[config.mk]
export PLATFORM = sky130hd
export DESIGN_NAME = bnh_host_port
export DESIGN_NICKNAME = d
export VERILOG_FILES = /design/src/rtl/bnh_pkg.sv /design/src/rtl/bnh_pair_buf.sv /design/src/rtl/bnh_host_port.sv
export SDC_FILE = /design/constraint.sdc
export NUM_CORES = 1
export LEC_CHECK = 0
export ABC_AREA = 1
export BUFFER_PORTS_ARGS = -buffer_cell sky130_fd_sc_hd__buf_2
export CAP_MARGIN = 10
export CORE_UTILIZATION = 40
export CTS_CLUSTER_DIAMETER = 50
export CTS_CLUSTER_SIZE = 8
export DETAILED_ROUTE_END_ITERATION = 10
export SYNTH_ARGS = -nofsm -noshare
export SYNTH_HDL_FRONTEND = slang
export SYNTH_SLANG_ARGS = --single-unit
export TNS_END_PERCENT = 50
[constraint.sdc]
create_clock -name core_clk_i -period 1.5 [get_ports core_clk_i]
set_clock_uncertainty 0.05 [all_clocks]
set_input_delay 0.15 -clock core_clk_i [delete_from_list [all_inputs] [get_ports core_clk_i]]
set_output_delay 0.15 -clock core_clk_i [all_outputs]
set_load 0.02 [all_outputs]
[src/rtl/bnh_pkg.sv]
// Constants, states and timing for the bus node host serial port
package bnh_pkg;

  // ****************************************************************
  // Timing
  // ****************************************************************
  localparam int CLK_PERIOD_NS = 50;
  localparam int BIT_TIME_NS = 128000;
  localparam int BIT_CYC = BIT_TIME_NS / CLK_PERIOD_NS;
  localparam int GAP_BITS = 10;
  localparam int DATA_BITS = 8;
  localparam int CNT_W = 16;

  // ****************************************************************
  // Pin synchroniser lanes and reset values
  // ****************************************************************
  localparam int PIN_MODE = 0;
  localparam int PIN_CS_N = 1;
  localparam int PIN_BUS = 2;
  localparam int PIN_SDI = 3;
  localparam int PIN_CTRL = 4;
  localparam int PIN_N = 5;
  localparam logic [4:0] PIN_RST = 5'h1f;
  localparam logic IDLE_N_RST = 1'b0;

  // Frame sequencer states
  typedef enum logic [2:0] {ST_IDLE, ST_START, ST_DATA, ST_STOP, ST_BLOCK} bnh_state_e;

endpackage

[src/rtl/bnh_pair_buf.sv]
// Two-entry valid/ready buffer for received bytes
`timescale 1ns/100ps
module bnh_pair_buf #(
  parameter int WIDTH = 8
) (
  // Clock and reset
  input wire logic clk_i,
  input wire logic arst_n_i,
  // Filling side
  input wire logic in_valid_i,
  input wire logic [WIDTH-1:0] in_data_i,
  output logic in_ready_o,
  // Draining side
  output logic out_valid_o,
  output logic [WIDTH-1:0] out_data_o,
  input wire logic out_ready_i
);

  logic [WIDTH-1:0] tail_r;
  logic tail_v_r;
  logic push;
  logic pop;

  // Ready only while the second slot is free, so a stall never overwrites
  assign in_ready_o = !tail_v_r;
  assign push = in_valid_i && !tail_v_r;
  assign pop = out_valid_o && out_ready_i;

  // Head slot drives the output straight from a flop
  always_ff @(posedge clk_i or negedge arst_n_i) begin
    if (!arst_n_i) begin
      out_valid_o <= 1'b0;
      out_data_o <= '0;
    end else if (pop) begin
      out_valid_o <= tail_v_r || push;
      out_data_o <= tail_v_r ? tail_r : in_data_i;
    end else if (push && !out_valid_o) begin
      out_valid_o <= 1'b1;
      out_data_o <= in_data_i;
    end
  end

  // Tail slot fills only behind a waiting head
  always_ff @(posedge clk_i or negedge arst_n_i) begin
    if (!arst_n_i) begin
      tail_v_r <= 1'b0;
      tail_r <= '0;
    end else if (pop) begin
      tail_v_r <= 1'b0;
    end else if (push && out_valid_o) begin
      tail_v_r <= 1'b1;
      tail_r <= in_data_i;
    end
  end

endmodule

[src/rtl/bnh_host_port.sv]
// Host serial port of the bus node: framing, shift clock, control handshake
`timescale 1ns/100ps
module bnh_host_port #(
  parameter int BIT_CYC = bnh_pkg::BIT_CYC,
  parameter int GAP_CYC = bnh_pkg::BIT_CYC * bnh_pkg::GAP_BITS
) (
  // Clock and reset
  input wire logic core_clk_i,
  input wire logic arst_n_i,
  // Mode straps from the host
  input wire logic mode_i,
  input wire logic cs_n_i,
  // Host data and shift clock
  input wire logic host_sdi_i,
  output logic host_sdo_o,
  output logic sck_o,
  // Open-drain control line
  input wire logic ctrl_i,
  output logic ctrl_o,
  output logic ctrl_oe_o,
  // Bus receiver and driver, high is recessive
  input wire logic bus_rx_i,
  output logic bus_tx_o,
  // Bus idle indication
  output logic idle_n_o,
  // Received bytes, user side
  output logic rx_valid_o,
  output logic [7:0] rx_byte_o,
  input wire logic rx_ready_i
);

  localparam logic [15:0] PH_Q = 16'(BIT_CYC / 4);
  localparam logic [15:0] PH_H = 16'(BIT_CYC / 2);
  localparam logic [15:0] PH_3Q = 16'((BIT_CYC * 3) / 4);
  localparam logic [15:0] PH_END = 16'(BIT_CYC - 1);
  localparam logic [15:0] GAP_END = 16'(GAP_CYC);
  localparam logic [2:0] IDX_LAST = 3'(bnh_pkg::DATA_BITS - 1);

  // Synchronous slave-host mode: mode high, chip select low
  function automatic logic is_sync(input logic m, input logic cs_n);
    is_sync = m && !cs_n;
  endfunction

  // UART-style mode: mode high, chip select high
  function automatic logic is_uart(input logic m, input logic cs_n);
    is_uart = m && cs_n;
  endfunction

  logic [bnh_pkg::PIN_N-1:0] meta_r;
  logic [bnh_pkg::PIN_N-1:0] pin_r;
  bnh_pkg::bnh_state_e state_r;
  logic [15:0] ph_r;
  logic [2:0] idx_r;
  logic [15:0] gap_r;
  logic [7:0] shift_r;
  logic tx_act_r;
  logic armed_r;
  logic push_r;
  logic buf_ready;
  logic sync_m;
  logic uart_m;
  logic bus_s;
  logic gap_done;
  logic host_req;

  // ****************************************************************
  // Pin synchronisers
  // ****************************************************************
  // Two flops per lane; only the second is ever read
  always_ff @(posedge core_clk_i or negedge arst_n_i) begin
    if (!arst_n_i) begin
      meta_r <= bnh_pkg::PIN_RST;
      pin_r <= bnh_pkg::PIN_RST;
    end else begin
      meta_r <= {ctrl_i, host_sdi_i, bus_rx_i, cs_n_i, mode_i};
      pin_r <= meta_r;
    end
  end

  assign sync_m = is_sync(pin_r[bnh_pkg::PIN_MODE], pin_r[bnh_pkg::PIN_CS_N]);
  assign uart_m = is_uart(pin_r[bnh_pkg::PIN_MODE], pin_r[bnh_pkg::PIN_CS_N]);
  assign bus_s = pin_r[bnh_pkg::PIN_BUS];
  assign gap_done = (gap_r == GAP_END);
  // A full buffer stalls new transmit requests, so no reflected byte is lost
  assign host_req = sync_m && !pin_r[bnh_pkg::PIN_CTRL] && armed_r && !ctrl_oe_o
    && state_r == bnh_pkg::ST_IDLE && buf_ready;

  // ****************************************************************
  // End of message gap and idle output
  // ****************************************************************
  // Saturating count of quiet bus cycles; starts saturated so idle shows low
  always_ff @(posedge core_clk_i or negedge arst_n_i) begin
    if (!arst_n_i) begin
      gap_r <= GAP_END;
      idle_n_o <= bnh_pkg::IDLE_N_RST;
    end else begin
      if (!bus_s) begin
        gap_r <= '0;
      end else if (!gap_done) begin
        gap_r <= gap_r + 16'h0001;
      end
      idle_n_o <= !(bus_s && gap_done);
    end
  end

  // ****************************************************************
  // Frame sequencer
  // ****************************************************************
  // Bit timing follows the received bus signal, own transmission included
  always_ff @(posedge core_clk_i or negedge arst_n_i) begin
    if (!arst_n_i) begin
      state_r <= bnh_pkg::ST_IDLE;
      ph_r <= '0;
      idx_r <= '0;
    end else begin
      ph_r <= (ph_r == PH_END) ? 16'h0000 : ph_r + 16'h0001;
      case (state_r)
        bnh_pkg::ST_IDLE: begin
          ph_r <= '0;
          if (!bus_s) begin
            state_r <= bnh_pkg::ST_START;
          end
        end
        bnh_pkg::ST_START: begin
          if (ph_r == PH_H && bus_s) begin
            state_r <= bnh_pkg::ST_IDLE;
          end else if (ph_r == PH_END) begin
            state_r <= bnh_pkg::ST_DATA;
            idx_r <= '0;
          end
        end
        bnh_pkg::ST_DATA: begin
          if (ph_r == PH_END) begin
            idx_r <= idx_r + 3'h1;
            if (idx_r == IDX_LAST) begin
              state_r <= bnh_pkg::ST_STOP;
            end
          end
        end
        bnh_pkg::ST_STOP: begin
          if (ph_r == PH_H) begin
            state_r <= bus_s ? bnh_pkg::ST_IDLE : bnh_pkg::ST_BLOCK;
          end
        end
        bnh_pkg::ST_BLOCK: begin
          // Refuse everything until the gap, then restart the clock generator
          ph_r <= '0;
          if (gap_done && bus_s) begin
            state_r <= bnh_pkg::ST_IDLE;
          end
        end
        default: begin
          state_r <= bnh_pkg::ST_IDLE;
        end
      endcase
    end
  end

  // ****************************************************************
  // Shift clock and data exchange with the host
  // ****************************************************************
  // Rise at bit start, fall at three quarters, only inside data bits
  always_ff @(posedge core_clk_i or negedge arst_n_i) begin
    if (!arst_n_i) begin
      sck_o <= 1'b0;
    end else if (sync_m && state_r == bnh_pkg::ST_DATA && ph_r == '0) begin
      sck_o <= 1'b1;
    end else if (ph_r == PH_3Q || state_r != bnh_pkg::ST_DATA) begin
      sck_o <= 1'b0;
    end
  end

  // Bus bit sampled mid-bit goes to the host; UART mode echoes the bus
  always_ff @(posedge core_clk_i or negedge arst_n_i) begin
    if (!arst_n_i) begin
      host_sdo_o <= 1'b1;
      shift_r <= '0;
    end else if (uart_m) begin
      host_sdo_o <= bus_s;
    end else if (sync_m && state_r == bnh_pkg::ST_DATA && ph_r == PH_H) begin
      host_sdo_o <= bus_s;
      shift_r <= {bus_s, shift_r[7:1]};
    end
  end

  // Good frame enters the buffer at mid stop bit; full buffer drops it
  always_ff @(posedge core_clk_i or negedge arst_n_i) begin
    if (!arst_n_i) begin
      push_r <= 1'b0;
    end else begin
      push_r <= state_r == bnh_pkg::ST_STOP && ph_r == PH_H && bus_s && sync_m;
    end
  end

  // ****************************************************************
  // Bus driver
  // ****************************************************************
  // Host bit taken a quarter bit after the rising edge, once it has settled
  always_ff @(posedge core_clk_i or negedge arst_n_i) begin
    if (!arst_n_i) begin
      bus_tx_o <= 1'b1;
      tx_act_r <= 1'b0;
    end else if (uart_m) begin
      bus_tx_o <= pin_r[bnh_pkg::PIN_SDI];
      tx_act_r <= 1'b0;
    end else if (host_req) begin
      bus_tx_o <= 1'b0;
      tx_act_r <= 1'b1;
    end else if (tx_act_r && state_r == bnh_pkg::ST_DATA && ph_r == PH_Q) begin
      bus_tx_o <= pin_r[bnh_pkg::PIN_SDI];
    end else if (state_r == bnh_pkg::ST_STOP || state_r == bnh_pkg::ST_BLOCK) begin
      bus_tx_o <= 1'b1;
      tx_act_r <= 1'b0;
    end
  end

  // ****************************************************************
  // Control line
  // ****************************************************************
  // Open drain: driven value is always low, enable holds the line down
  always_ff @(posedge core_clk_i or negedge arst_n_i) begin
    if (!arst_n_i) begin
      ctrl_o <= 1'b0;
      ctrl_oe_o <= 1'b0;
      armed_r <= 1'b0;
    end else begin
      ctrl_o <= 1'b0;
      // One request per pull: re-armed only after the host lets go
      if (pin_r[bnh_pkg::PIN_CTRL] && !ctrl_oe_o) begin
        armed_r <= 1'b1;
      end else if (host_req) begin
        armed_r <= 1'b0;
      end
      if (host_req) begin
        ctrl_oe_o <= 1'b1;
      end else if (sync_m && state_r == bnh_pkg::ST_START && ph_r == PH_END) begin
        ctrl_oe_o <= 1'b1;
      end else if (state_r == bnh_pkg::ST_DATA && idx_r == IDX_LAST && ph_r == PH_H) begin
        ctrl_oe_o <= 1'b0;
      end else if (state_r == bnh_pkg::ST_BLOCK || !sync_m) begin
        ctrl_oe_o <= 1'b0;
      end
    end
  end

  bnh_pair_buf #(
    .WIDTH(8)
  ) u_buf (
    .clk_i(core_clk_i),
    .arst_n_i(arst_n_i),
    .in_valid_i(push_r),
    .in_data_i(shift_r),
    .in_ready_o(buf_ready),
    .out_valid_o(rx_valid_o),
    .out_data_o(rx_byte_o),
    .out_ready_i(rx_ready_i)
  );
endmodule

==> summary.md <==
| Metric | Value |
|---|---|
| GPL Wtd Cong | 0.8625 |
| Fin. Hold Viols | 0 |
| Leak | 2.500 nW |
| Ant diodes | 0 |
| DIE AREA | 10320 µm² |
| Violated checks | negative setup slack |
| Final HPWL DP | 6.160 mm |
| Vias per std cell | 4.753 |
| Arr. time, crit path | 1830 ps |
| Final slew viol count | 0 |
| CP max FO | 7 |
| Seq/Total Area, Yosys | 52.21% |
| Drt pass-1 iters | 4 |
| VDD IR max | 0.0005891 V |
| Die Height | 101.6 µm |
| Fraction of layout cells with a size suffix above 1 | 41.20% |
| Total gr overflow | 0 |
| I/O Buffers | 21 |
| DRT iter0 DRCs | 105 |
| Yosys warning count | 0 |
| Area Overhead vs Synth | 35.17% |
| Most area-hungry cell type in the Yosys netlist | dfrtp_1 |
| Antenna-violating nets left | 0 |
| Top-count cell post-synth | nand2_1 |
| Final Setup Violations | 31 |
| Vias in the first global route | 3249 |
| CP startpoint kind | flip-flop |
| Pwr per Cell Area | 794.7 nW/µm² |
| Post-synth top area share | 42.27% |
| Routed len/inst | 12.80 µm |
| # Max-Cap Violations | 0 |
| Util after Layout | 56.94% |
| Final WS setup | -125.4 ps |
| Die W | 101.6 µm |
| CTS Buf Count | 9 |
| Total design power | 4.261 mW |
| CORE AREA | 9415 µm² |
| Post-Synthesis Mean Instance Area | 8.604 µm² |
| First-pass GRT wire length | 14.57 mm |
| Post-layout minimum cycle time | 1625 ps |
| Initial Utilization | 42.13% |
| Netlist cell types | 38 |
| Status | finished with violations |
| Fmax achieved | 0.6152 GHz |
| Reg2reg start | ph_r[1] |
| Final nets | 577 |
| CTS H-tree depth | 3 |
| Register-to-register setup slack | -130 ps |
| Syn Inst Count | 461 |
| Worst EP required | 1700 ps |
| Hold/Removal Path Class | input pin to async pin |
| Initial antenna violation count | 0 |
| Post-Route Setup TNS | -2715 ps |
| Worst R2R Path Depth | 8 |
| Mapped Area | 3966 µm² |
| RSZ-0062 raised after global routing | true |
| Post-route clock period utilization | 108.4% |
| CTS tree | done |
| Main synth FF type | dfrtp_1 |
| CTS Buffer Depth | 2 |
| CTS Root Cell | clkbuf_8 |
| GRT Total Usage | 18.14% |
| # rows | 35 |
| Ports | 23 |
| Post-synth top cells | nand2_1 (90), dfrtp_1 (67), inv_1 (56), nor2_1 (53), nand3_1 (34) |
| Mapped Nets | 475 |
| Clock Sinks | 82 |
| Synth top area cells | dfrtp_1 (42%), dfstp_2 (9.9%), nand2_1 (8.5%) |
| Detailed-route wire length | 8.919 mm |
| CTS clock-pin slew for the worst setup and hold paths | 90 ps |
| RR Endpoint | ph_r[7] |
| DRC Markers | 0 |
| Crit path capture type | flip-flop |
| Synth Register Bits | 82 |
| Via count | 3313 |
| Setup Crit Path Kind | flip-flop to flip-flop |
| Number of synthesized flops with an enable pin | 0 |
| Clock latency on the worst-skew pair | 360 ps |
| Largest net degree at the start of global routing | 34 |
| Fill count | 819 |
| Async set-reset flop share out of synthesis | 100.0% |
| Worst slack, placed | -73.93 ps |
[area by class of cell]
| class | instances | area (µm²) | area share, % |
|---|---|---|---|
| clock buffers | 9 | 123.9 | 2.310 |
| inverters | 63 | 244.0 | 4.551 |
| multi-input cells | 309 | 1924 | 35.89 |
| repair buffers | 98 | 767.0 | 14.31 |
| well taps | 129 | 161.4 | 3.011 |
| clock inverters | 7 | 66.31 | 1.237 |
| flip-flops and latches | 82 | 2074 | 38.69 |
[critical path, stage by stage (launching register included)]
cell and delay [ps]:
dfrtp_1 440, ha_4 180, nand3_4 80, nor3_4 300, nand2_2 120, inv_4 120
nor2_4 80, inv_4 100, nor2_2 40
[metal layers]
layer | GRT usage (%) | vias to the layer above | wire [µm]
met5 | 0 | - | 0
met4 | 7.915 | 0 | 110
met3 | 4.210 | 10 | 197
met2 | 27.96 | 44 | 4293
met1 | 24.45 | 1563 | 4317
li1 | - | 1696 | -
[per-stage QoR]
| step | hold slack (ps) | std cells | cell area, µm² |
|---|---|---|---|
| 2_1_floorplan | -195.6 | 461 | 3966 |
| 3_3_place_gp | 85.42 | 654 | 4588 |
| 3_5_place_dp | 91.48 | 654 | 4588 |
| 4_1_cts | 229.2 | 685 | 5002 |
| 5_1_grt | 266.9 | 697 | 5361 |
| 6_report | 235.1 | 697 | 5361 |
[registers in the layout, summed over array words and instances, names as in the netlist]
register	flops
gap_r	16
ph_r	16
shift_r	8
u_buf.out_data_o	8
u_buf.tail_r	8
meta_r	5
pin_r	5
idx_r	3
state_r	3
armed_r	1
bus_tx_o	1
ctrl_oe_o	1
host_sdo_o	1
idle_n_o	1
push_r	1
sck_o	1
tx_act_r	1
u_buf.out_valid_o	1
u_buf.tail_v_r	1
[worst max path at each step]
stage	startpoint	endpoint	slack, ps	cells past startpoint
after detailed placement	ph_r[0]	state_r[1]	-70	11
after global routing	ph_r[0]	state_r[1]	-230	11
final	ph_r[1]	ph_r[7]	-130	8
after floorplan	gap_r[10]	state_r[1]	10	11
after global placement	ph_r[0]	state_r[1]	-30	11
after CTS	ph_r[0]	ph_r[0]	-40	8
[cell families after synthesis]
logic type               Yosys count  share of synthesized area (%)
AO/OA/AOI/OAI                     67                          10.00
flip-flops                        82                          52.21
other                              1                        0.09455
multiplexers                       1                         0.2839
buffers and inverters             70                          7.256
XOR/XNOR                           8                          1.767
AND/OR/NAND/NOR                  226                          26.50
adder cells (fa/ha/maj)            6                          1.893
[report_power, final]
| part | switching (mW) | internal (mW) |
|---|---|---|
| clock | 0.928 | 0.648 |
| combinational | 0.209 | 0.139 |
| sequential | 0.0411 | 2.30 |
[cells in the final DEF, fill, tap and decap left out, types with 5 or more instances in the layout]
cell,count
a21oi_1,12
a21oi_2,5
a31oi_1,10
buf_2,20
buf_4,63
buf_6,5
clkbuf_8,9
dfrtp_1,64
dfstp_2,15
dlygate4sd3_1,7
inv_1,53
inv_2,7
nand2_1,69
nand2_2,23
nand2_4,5
nand3_1,29
nand3_2,6
nand4_1,8
nor2_1,38
nor2_2,17
nor2_4,9
nor3_1,9
nor3_2,6
o21ai_0,14
o21ai_1,6
o21ai_2,14
xor2_1,6
[timing repair]
| action | CTS | global route |
|---|---|---|
| endpoints found under the setup margin | 29 | 53 |
| resized for setup | 24 | 74 |
| setup buffers | 7 | 13 |
| pin swaps | 3 | 26 |
| endpoints found under the hold margin | 27 | 0 |
| cloned | 1 | 0 |
| hold buffers | 7 | 0 |
No activity file was read; power rests on OpenSTA's default activity.
